===== src/rtl/strobe_ctrl_pkg.sv =====
// Constants shared by the external bus strobe control block.
package strobe_ctrl_pkg;
	localparam int          ADDR_W          = 16;
	localparam int          DATA_W          = 16;
	localparam int          SYNC_STAGES     = 3;
	localparam int          READ_FN_BIT     = 15;
	localparam logic [15:0] MODE_RESET      = 16'h0000;
	localparam logic [1:0]  SPACE_PROG      = 2'h0;
	localparam logic [1:0]  SPACE_DATA      = 2'h1;
	localparam logic [1:0]  SPACE_IO        = 2'h2;
	localparam int          SEL_PROG        = 0;
	localparam int          SEL_DATA        = 1;
	localparam int          SEL_IO          = 2;
	localparam logic [2:0]  SEL_NONE        = 3'h7;

	typedef enum logic [5:0] {
		ST_IDLE   = 6'h01,
		ST_ADDR   = 6'h02,
		ST_STROBE = 6'h04,
		ST_END    = 6'h08,
		ST_HFLOAT = 6'h10,
		ST_HACK   = 6'h20
	} bus_state_t;
endpackage


===== src/rtl/pin_sync.sv =====
// Three-stage pin synchroniser that passes a change once stages two and three agree.
`timescale 1ns/100ps
module pin_sync #(
	parameter int          WIDTH = 1,
	parameter logic [WIDTH-1:0] INIT = '0
) (
	input  wire logic             clk,
	input  wire logic             nrst,
	input  wire logic [WIDTH-1:0] pinIn,
	output logic      [WIDTH-1:0] syncOut
);
	logic [WIDTH-1:0] stage1_ff;
	logic [WIDTH-1:0] stage2_ff;
	logic [WIDTH-1:0] stage3_ff;

	genvar i;
	generate
		for (i = 0; i < WIDTH; i++) begin : g_bit
			always_ff @(posedge clk) begin
				if (!nrst) begin
					stage1_ff[i] <= INIT[i];
					stage2_ff[i] <= INIT[i];
					stage3_ff[i] <= INIT[i];
					syncOut[i]   <= INIT[i];
				end else begin
					stage1_ff[i] <= pinIn[i];
					stage2_ff[i] <= stage1_ff[i];
					stage3_ff[i] <= stage2_ff[i];
					if (stage2_ff[i] == stage3_ff[i]) begin
						syncOut[i] <= stage3_ff[i];
					end
				end
			end
		end
	endgenerate
endmodule


===== src/rtl/external_bus_strobe_control.sv =====
// External bus strobe, select, multiprocessing and branch-input control.
//
// How it works
// - Read strobe goes low for every external program, data and I/O read.
// - Mode bit 15 set puts inverted direction on the read pin, else read strobe.
// - Data bus driven from write strobe falling edge; partner latches on rising edge.
// - Write strobe pulses low for every external write in any space.
// - Bus cycle strobe is high except during an external bus cycle.
// - Global bus request goes low whenever a global data access begins.
// - On hold, float address, data and controls first, then acknowledge hold.
// - External flag is a latched output that software sets or clears.
// - Branch op takes its target when the branch input is low, else sequential.
// - Output float low puts all strobes, requests and flag in high impedance.
// - Not-ready partner holds ready low; cycle waits, rechecking every cycle.
// - Direction stays high for reads and goes low only during a write.
// - Space selects stay high except the one matching the current access.
`timescale 1ns/100ps
module external_bus_strobe_control (
	input  wire logic        clk,
	input  wire logic        nrst,
	input  wire logic        reqValid,
	input  wire logic        reqWrite,
	input  wire logic [1:0]  reqSpace,
	input  wire logic        reqGlobal,
	input  wire logic [15:0] reqAddr,
	input  wire logic [15:0] reqWrData,
	output logic             reqAccept,
	output logic             reqDone,
	output logic [15:0]      rdData,
	input  wire logic        modeWrite,
	input  wire logic [15:0] modeWrData,
	output logic [15:0]      modeReg,
	input  wire logic        flagSet,
	input  wire logic        flagClear,
	input  wire logic        branchOp,
	input  wire logic [15:0] branchTarget,
	input  wire logic [15:0] seqAddr,
	output logic             branchValid,
	output logic             branchTaken,
	output logic [15:0]      nextAddr,
	input  wire logic        ready,
	input  wire logic        holdReq_n,
	input  wire logic        output_float_n,
	input  wire logic        branch_condition_in_n,
	input  wire logic [15:0] dataIn,
	output logic [15:0]      dataOut,
	output logic             dataOe,
	output logic [15:0]      addrOut,
	output logic             addrOe,
	output logic             readPinOut,
	output logic             write_strobe_n,
	output logic             bus_cycle_strobe_n,
	output logic             transfer_direction,
	output logic             program_space_select_n,
	output logic             data_space_select_n,
	output logic             io_space_select_n,
	output logic             memCtrlOe,
	output logic             global_bus_request_n,
	output logic             busReqOe,
	output logic             hold_acknowledge_n,
	output logic             holdAckOe,
	output logic             external_flag_out,
	output logic             flagOe
);
	// ----------------------------------------------------------------
	// Decoding functions
	// ----------------------------------------------------------------
	// Returns the active-low select pattern for a space.
	function automatic logic [2:0] space_sel_n(input logic [1:0] space);
		logic [2:0] sel;
		sel = strobe_ctrl_pkg::SEL_NONE;
		case (space)
			strobe_ctrl_pkg::SPACE_PROG: sel[strobe_ctrl_pkg::SEL_PROG] = 1'b0;
			strobe_ctrl_pkg::SPACE_DATA: sel[strobe_ctrl_pkg::SEL_DATA] = 1'b0;
			strobe_ctrl_pkg::SPACE_IO:   sel[strobe_ctrl_pkg::SEL_IO]   = 1'b0;
			default:                     sel = strobe_ctrl_pkg::SEL_NONE;
		endcase
		return sel;
	endfunction

	// ----------------------------------------------------------------
	// Pin synchronisers
	// ----------------------------------------------------------------
	logic [19:0] pinSync;
	logic        readySync;
	logic        holdReqSync;
	logic        floatSync;
	logic        bioSync;
	logic [15:0] dataSync;

	pin_sync #(
		.WIDTH (20),
		.INIT  (20'hb0000)
	) i_pin_sync (
		.clk     (clk),
		.nrst    (nrst),
		.pinIn   ({ready, ~holdReq_n, output_float_n, branch_condition_in_n, dataIn}),
		.syncOut (pinSync)
	);

	assign readySync   = pinSync[19];
	assign holdReqSync = pinSync[18];
	assign floatSync   = pinSync[17];
	assign bioSync     = pinSync[16];
	assign dataSync    = pinSync[15:0];

	// ----------------------------------------------------------------
	// Bus cycle state machine
	// ----------------------------------------------------------------
	strobe_ctrl_pkg::bus_state_t state_ff;
	strobe_ctrl_pkg::bus_state_t nxt_state;
	logic                        write_ff;
	logic [1:0]                  space_ff;
	logic                        global_ff;
	logic [15:0]                 wrData_ff;
	logic [15:0]                 addr_ff;
	logic                        take;
	logic                        finish;

	assign take   = (state_ff == strobe_ctrl_pkg::ST_IDLE) && reqValid && !holdReqSync;
	assign finish = (state_ff == strobe_ctrl_pkg::ST_STROBE) && readySync;

	always_comb begin
		nxt_state = state_ff;
		case (state_ff)
			strobe_ctrl_pkg::ST_IDLE: begin
				if (holdReqSync) begin
					nxt_state = strobe_ctrl_pkg::ST_HFLOAT;
				end else if (reqValid) begin
					nxt_state = strobe_ctrl_pkg::ST_ADDR;
				end
			end
			strobe_ctrl_pkg::ST_ADDR:   nxt_state = strobe_ctrl_pkg::ST_STROBE;
			strobe_ctrl_pkg::ST_STROBE: begin
				if (finish) begin
					nxt_state = strobe_ctrl_pkg::ST_END;
				end
			end
			strobe_ctrl_pkg::ST_END:    nxt_state = strobe_ctrl_pkg::ST_IDLE;
			strobe_ctrl_pkg::ST_HFLOAT: begin
				nxt_state = holdReqSync ? strobe_ctrl_pkg::ST_HACK : strobe_ctrl_pkg::ST_IDLE;
			end
			strobe_ctrl_pkg::ST_HACK: begin
				if (!holdReqSync) begin
					nxt_state = strobe_ctrl_pkg::ST_IDLE;
				end
			end
			default:                    nxt_state = strobe_ctrl_pkg::ST_IDLE;
		endcase
	end

	always_ff @(posedge clk) begin
		if (!nrst) begin
			state_ff <= strobe_ctrl_pkg::ST_IDLE;
		end else begin
			state_ff <= nxt_state;
		end
	end

	always_ff @(posedge clk) begin
		if (!nrst) begin
			write_ff  <= 1'b0;
			space_ff  <= strobe_ctrl_pkg::SPACE_PROG;
			global_ff <= 1'b0;
			wrData_ff <= 16'h0000;
			addr_ff   <= 16'h0000;
		end else if (take) begin
			write_ff  <= reqWrite;
			space_ff  <= reqSpace;
			global_ff <= reqGlobal && (reqSpace == strobe_ctrl_pkg::SPACE_DATA);
			wrData_ff <= reqWrData;
			addr_ff   <= reqAddr;
		end
	end

	// ----------------------------------------------------------------
	// Next pin values, decoded from the next state
	// ----------------------------------------------------------------
	logic inCycle;
	logic inStrobe;
	logic inHold;
	logic nxtWrite;
	logic nxtRd_n;
	logic nxtWe_n;
	logic nxtStrb_n;
	logic nxtRw;
	logic nxtDataOe;
	logic nxtBr_n;
	logic nxtReadPin;
	logic [2:0] nxtSel_n;
	logic busOe;

	assign inStrobe   = (nxt_state == strobe_ctrl_pkg::ST_STROBE);
	assign inCycle    = (nxt_state == strobe_ctrl_pkg::ST_ADDR) || inStrobe;
	assign inHold     = (nxt_state == strobe_ctrl_pkg::ST_HFLOAT)
		|| (nxt_state == strobe_ctrl_pkg::ST_HACK);
	assign nxtWrite   = take ? reqWrite : write_ff;
	assign nxtStrb_n  = !inCycle;
	assign nxtRd_n    = !(inStrobe && !nxtWrite);
	assign nxtWe_n    = !(inStrobe && nxtWrite);
	assign nxtRw      = !((inCycle || nxt_state == strobe_ctrl_pkg::ST_END) && nxtWrite);
	assign nxtDataOe  = nxtWrite && (inStrobe || nxt_state == strobe_ctrl_pkg::ST_END);
	assign nxtSel_n   = (inCycle || nxt_state == strobe_ctrl_pkg::ST_END)
		? space_sel_n(take ? reqSpace : space_ff) : strobe_ctrl_pkg::SEL_NONE;
	assign nxtBr_n    = !((inCycle || nxt_state == strobe_ctrl_pkg::ST_END)
		&& (take ? (reqGlobal && reqSpace == strobe_ctrl_pkg::SPACE_DATA) : global_ff));
	assign nxtReadPin = modeReg[strobe_ctrl_pkg::READ_FN_BIT] ? !nxtRw : nxtRd_n;
	assign busOe      = floatSync && !inHold;

	// ----------------------------------------------------------------
	// Pin registers
	// ----------------------------------------------------------------
	always_ff @(posedge clk) begin
		if (!nrst) begin
			readPinOut             <= 1'b1;
			write_strobe_n         <= 1'b1;
			bus_cycle_strobe_n     <= 1'b1;
			transfer_direction     <= 1'b1;
			{io_space_select_n, data_space_select_n, program_space_select_n} <= 3'h7;
			global_bus_request_n   <= 1'b1;
			dataOe                 <= 1'b0;
			memCtrlOe              <= 1'b0;
			addrOe                 <= 1'b0;
			busReqOe               <= 1'b0;
			hold_acknowledge_n     <= 1'b1;
			holdAckOe              <= 1'b0;
			flagOe                 <= 1'b0;
			dataOut                <= 16'h0000;
			addrOut                <= 16'h0000;
		end else begin
			readPinOut             <= nxtReadPin;
			write_strobe_n         <= nxtWe_n;
			bus_cycle_strobe_n     <= nxtStrb_n;
			transfer_direction     <= nxtRw;
			{io_space_select_n, data_space_select_n, program_space_select_n} <= nxtSel_n;
			global_bus_request_n   <= nxtBr_n;
			dataOe                 <= nxtDataOe && busOe;
			memCtrlOe              <= busOe;
			addrOe                 <= busOe;
			busReqOe               <= busOe;
			hold_acknowledge_n     <= !(nxt_state == strobe_ctrl_pkg::ST_HACK);
			holdAckOe              <= floatSync;
			flagOe                 <= floatSync;
			dataOut                <= take ? reqWrData : wrData_ff;
			addrOut                <= take ? reqAddr : addr_ff;
		end
	end

	// ----------------------------------------------------------------
	// Core handshake, mode register, flag and branch
	// ----------------------------------------------------------------
	always_ff @(posedge clk) begin
		if (!nrst) begin
			reqAccept         <= 1'b0;
			reqDone           <= 1'b0;
			rdData            <= 16'h0000;
			modeReg           <= strobe_ctrl_pkg::MODE_RESET;
			external_flag_out <= 1'b0;
			branchValid       <= 1'b0;
			branchTaken       <= 1'b0;
			nextAddr          <= 16'h0000;
		end else begin
			reqAccept <= take;
			reqDone   <= finish;
			if (finish && !write_ff) begin
				rdData <= dataSync;
			end
			if (modeWrite) begin
				modeReg <= modeWrData;
			end
			if (flagSet) begin
				external_flag_out <= 1'b1;
			end else if (flagClear) begin
				external_flag_out <= 1'b0;
			end
			branchValid <= branchOp;
			branchTaken <= branchOp && !bioSync;
			nextAddr    <= (branchOp && !bioSync) ? branchTarget : seqAddr;
		end
	end
endmodule


===== config.mk =====
export PLATFORM = sky130hd
export DESIGN_NAME = external_bus_strobe_control
export DESIGN_NICKNAME = d
export VERILOG_FILES = /design/src/rtl/strobe_ctrl_pkg.sv /design/src/rtl/pin_sync.sv /design/src/rtl/external_bus_strobe_control.sv
export SDC_FILE = /design/constraint.sdc
export NUM_CORES = 1
export LEC_CHECK = 0
export BUFFER_PORTS_ARGS = -buffer_cell sky130_fd_sc_hd__buf_2
export CAP_MARGIN = 20
export CORE_ASPECT_RATIO = 1.25
export CORE_MARGIN = 3
export CORE_UTILIZATION = 45
export DETAILED_ROUTE_END_ITERATION = 10
export PLACE_DENSITY = 0.75
export SLEW_MARGIN = 20
export SYNTH_ARGS = -nofsm -noshare
export SYNTH_HDL_FRONTEND = slang
export SYNTH_SLANG_ARGS = --single-unit
export TNS_END_PERCENT = 1

===== constraint.sdc =====
create_clock -name clk -period 1.8 [get_ports clk]
set_clock_uncertainty 0.2 [all_clocks]
set_input_delay 0.09 -clock clk [delete_from_list [all_inputs] [get_ports clk]]
set_output_delay 0.09 -clock clk [all_outputs]
set_load 0.03 [all_outputs]

# --- Yosys cells after proc, flatten, opt, wreduce, memory -nomap -nowiden ---
# Index checks and enable logic that the tools add are counted.
# Widths: inputs -> output; s select.
word_totals:
  regBits: 187
  in_bits: 111
  output_inout_bits: 100
  word_cells: 187
classes:
  eq_ne: 33
  n_mux: 16
  n_bitwise: 1
  reduce_logical: 31
ops:
  columns: ["op", "n"]
  rows:
  - ["$mux 6", 5]
  - ["$pmux 6 s5", 1]
  - ["$eq 1x1->1", 20]
  - ["$mux 16", 1]
  - ["$logic_and 1x1->1", 13]
  - ["$eq 6x2->1 const B", 2]
  - ["$eq 6x3->1 const B", 2]
  - ["$eq 6x5->1 const B", 2]
  - ["$eq 6x6->1 const B", 2]
  - ["$logic_not 1->1", 11]
  - ["$mux 1", 8]
  - ["$eq 6x1->1 const B", 1]
  - ["$eq 6x4->1 const B", 1]
  - ["$eq 2x1->1 const B", 2]
  - ["$logic_or 1x1->1", 4]
  - ["$eq 2x2->1 const B", 1]
  - ["$logic_not 2->1", 1]
  - ["$mux 2", 1]
  - ["$reduce_and 2->1", 1]
  - ["$reduce_bool 2->1", 1]
  - ["$not 1->1", 1]

# --- Depth between registers and ports, before layout ---
depth:
  ltp_word: 9
  depth_mapped: 8
  mapped_depth_nobuf: 4

# --- Hierarchy ---
# A second synthesis with hierarchy kept.
unflattened:
  hier_cells: 628
  area_unflattened_um2: 6321.1
modules_own_cells:
  columns: ["module", "instances", "cells_per_inst", "area_each_um2", "seq_area_each_um2"]
  rows:
  - ["external_bus_strobe_control", 1, 420, 3983.8, 2142.1]
  - ["pin_sync", 1, 208, 2337.2, 1601.5]

# --- Least setup slack after synthesis ---
# Ideal clock, no wire load.
synth_path:
  path_kind: "flip-flop to flip-flop"
  startpoint: "reg state_ff[3]"
  endpoint: "reg rdData[10]"
  setup_ns: 0.116
  arrival_ns: 1.667
  required_time_ns: 1.484
  setup_slack_ns: -0.184
  stages_incl_launch_ff: 7
  n_path_buf: 2
  period_less_slack_ns: 1.984
  cell_sequence: "dfxtp_1 -> or4_4 -> or3_1 -> buf_6 -> buf_12 -> mux2i_1 -> nor2b_1"
synth_via:
  elab_chain_len: 3
synth_lines:
  columns: ["element", "line", "source"]
  rows:
  - ["start: declaration", "external_bus_strobe_control.sv:110", "strobe_ctrl_pkg::bus_state_t state_ff;"]
  - ["start signal: assignment", "external_bus_strobe_control.sv:154", "state_ff <= strobe_ctrl_pkg::ST_IDLE;"]
  - ["start signal: assignment", "external_bus_strobe_control.sv:156", "state_ff <= nxt_state;"]
  - ["$eq 6x3->1", "external_bus_strobe_control.sv:121", "assign finish = (state_ff == strobe_ctrl_pkg::ST_STROBE) && readySync;"]
  - ["$logic_and 1x1->1", "external_bus_strobe_control.sv:121", null]
  - ["$logic_and 1x1->1", "external_bus_strobe_control.sv:265", "if (finish && !write_ff) begin"]
  - ["end signal: assignment", "external_bus_strobe_control.sv:266", "rdData <= dataSync;"]
  - ["end: declaration", "external_bus_strobe_control.sv:29", "output logic [15:0] rdData,"]
# Every way passes these cells.
# A chain may end at the register's enable or synchronous reset.

# --- Worst setup path after layout ---
layout_path:
  startpoint: "reg state_ff[0]"
  endpoint: "reg rdData[1]"
# Same word-level chain as after synthesis.

==> run metrics <==
outcome=finished with violations; failing checks=setup timing; smallest setup slack after layout=-111 ps; Via density=4.76; synthesized area=6310 sq um; Compound-Gate Fraction of Synth Area=11.5%; Seq/Total Area, Yosys=59.3%; Seq. cell area=3750 sq um; total of max-cap violations=0; Critical Path Start Type=flip-flop; Antenna Diode Count=0; Seq cells post-synth=187; CP Capture Type=flip-flop; P_int=7.48 mW; Logic pwr share=12.1%; Post-DRT Antenna Nets=0; kind of critical path=flip-flop to flip-flop; mux contribution to synthesized area=5.23%; Worst VDD drop=0.000888 V; Reg clk slew, reported paths=60 ps; die width=112 microns; Setup-failing EPs final=16; average size of a mapped cell=10.0 sq um; fin crit share=106%; Placed Cells=995; sw frac=23.2%; Cell Count, Final, Fillers Out=1144; Multi-input gate area=2400 sq um; area growth from synthesis to layout=51.4%; worst slew pin tran=692 ps; Adder-Cell Fraction of Synth Area=0%; Rows=47; Worst Path Max Fanout=8; crit path DAT=2020 ps; GRT overflow=0; simple-gate share of the synthesized area=20.6%; Hold WS=23.1 ps; required time of the critical path=1900 ps; die span in y=138 microns; H-tree levels=4; Max Fclk=0.523 GHz; IO Port Bufs=210; clk buf depth=2; Pwr Total=9.75 mW; CTS tree=built; clk root buf=clkbuf_16; Seq pwr share=45.1%; unrepaired setup endpoints after global routing=yes; setup TNS=-1580 ps; Synth Net Count=740; Pre-antenna DRT Iters=4; Relative slew margins=53.9%; die area=15500 sq um; P per Cell Area=1020 nW/um^2; vias in the first global route=5559; Distinct cells, synth=33; synthesized instance count=629; Total Nets Final=1073; xor-xnor portion of the synthesized cell area=0.139%; GPL Wtd Cong=0.757; FFs w/ async S/R, synth=0%; Leak Pwr=4.37 nW; final wirelength=16400 microns; total CTS buffers=17; # DRC=0; DR WL/cell=14.4 microns; Ys Warns=0; gr usage total=21.2%; initial cell density of the core=46.9%; top_reg_cell synth=dfxtp_1; post-DP HPWL=9280 microns; worst-skew pair later-pin latency=420 ps; EDFF count, synth=0; Switch Pwr=2.27 mW; share of cells above drive strength 1=28.4%; largest net degree at the start of global routing=70; Vias=5442; largest family of logic cells by synthesized area=simple AND/OR/NAND/NOR gates; Final Core Density=71.0%; total setup buffers inserted after CTS=0; initial DRC count=292; Ports=211; Clk network pwr share=42.8%; CTS Sinks=187; first-pass GRT wire length=26800 microns; Period minus WS final=1910 ps; min-delay worst type=input pin to flip-flop; fillers=905; core footprint=13500 sq um; final hold vios=0; Final Max Slew Viols=0; initial antenna violation count=0
==> layer usage <==
metal | global-route usage [%] | up-vias | routed length (microns)
li1 | - | 2711 | -
met1 | 23.4 | 2512 | 6410
met2 | 37.9 | 197 | 8570
met3 | 6.95 | 22 | 1170
met4 | 7.34 | 0 | 281
met5 | 0 | - | 0
==> timing repair <==
| action | CTS | global route |
|---|---|---|
| pin swaps | 2 | 3 |
| hold buffers | 118 | 0 |
| gates resized for setup | 6 | 26 |
| cloned | 1 | 0 |
| endpoints found under the setup margin | 53 | 74 |
| endpoints found under the hold margin | 126 | 0 |
==> logic make-up after synthesis <==
| kind of cell | Yosys count |
|---|---|
| AND/OR/NAND/NOR | 259 |
| multiplexers | 33 |
| flip-flops | 187 |
| buffers and inverters | 43 |
| XOR/XNOR | 1 |
| AO/OA/AOI/OAI | 106 |
==> registers in the layout, indices dropped and copies added (netlist names), 2 cells and up <==
register	cells
addrOut	16
space_ff	2
dataOut	16
i_pin_sync.stage3_ff	20
nextAddr	16
i_pin_sync.stage1_ff	20
rdData	16
i_pin_sync.syncOut	20
i_pin_sync.stage2_ff	20
state_ff	6
modeReg	16
==> cell type report <==
class | instances | share of cell area [%]
Sequential cell | 187 | 39.2
Timing Repair Buffer | 354 | 26.4
Clock buffer | 17 | 4.45
Tap cell | 171 | 2.24
Multi-Input combinational cell | 399 | 25.1
Inverter | 3 | 0.118
Clock inverter | 13 | 2.47
==> Yosys cell counts, drive strengths merged, types with 2 or more instances <==
library cell | n | share of area, %
nor3 | 5 | 0.40
clkbuf | 29 | 1.7
nand3b | 2 | 0.24
nor2 | 9 | 0.53
buf | 11 | 1.4
o21a | 4 | 0.48
nand2 | 123 | 7.3
nor2b | 38 | 3.8
and2 | 53 | 5.3
nand2b | 14 | 1.4
nand3 | 2 | 0.16
o221ai | 2 | 0.28
dfxtp | 187 | 59
a21oi | 6 | 0.48
nand4 | 2 | 0.20
mux2i | 33 | 5.2
a21boi | 69 | 8.2
nor3b | 4 | 0.48
or4 | 2 | 0.30
o21ai | 24 | 1.9
inv | 3 | 0.18
==> per-stage QoR <==
stage,setup slack (ps),cell area (sq um)
4_1_cts,-120,9510
2_1_floorplan,-184,6310
6_report,-111,9560
3_3_place_gp,-110,7620
5_1_grt,-182,9560
3_5_place_dp,-150,7620
==> critical path, stage by stage, from the launching register on <==
cell and delay, ps:
dfxtp_1 310, or4_4 530, or3_4 390, buf_12 170, mux2i_1 140, nor2b_1 60
==> path summary, 6_finish.rpt <==
kind	start	to	slack, ps	cells after the start
max	state_ff[0]	rdData[1]	-110	5
min reg2reg	i_pin_sync.stage1_ff[16]	i_pin_sync.stage2_ff[16]	210	1
min	modeWrite	modeReg[15]	20	3
max reg2reg	state_ff[0]	rdData[1]	-110	5
==> layout by cell type, fill, tap and decap left out, types with 5 or more instances in the layout <==
cell type	instances
a21oi_1	5
dfxtp_1	185
nor2b_1	38
clkbuf_16	17
nand2_1	122
a21boi_0	54
a21boi_1	15
o21ai_0	23
buf_2	209
dlygate4sd3_1	116
bufinv_16	6
buf_4	17
nand2b_1	14
and2_1	53
nor2_1	9
inv_6	5
mux2i_1	32
buf_6	5
==> power groups by stage <==
stage          clock [mW]  sequential (mW)  combinational [mW]
5_1_grt              4.41             4.41                1.27
6_report             4.18             4.40                1.18
3_5_place_dp            0             4.48               0.932
2_1_floorplan           0             4.70               0.348
3_3_place_gp            0             4.48               0.923
4_1_cts              4.26             4.39                1.14
No activity file was read; power rests on OpenSTA's default activity.
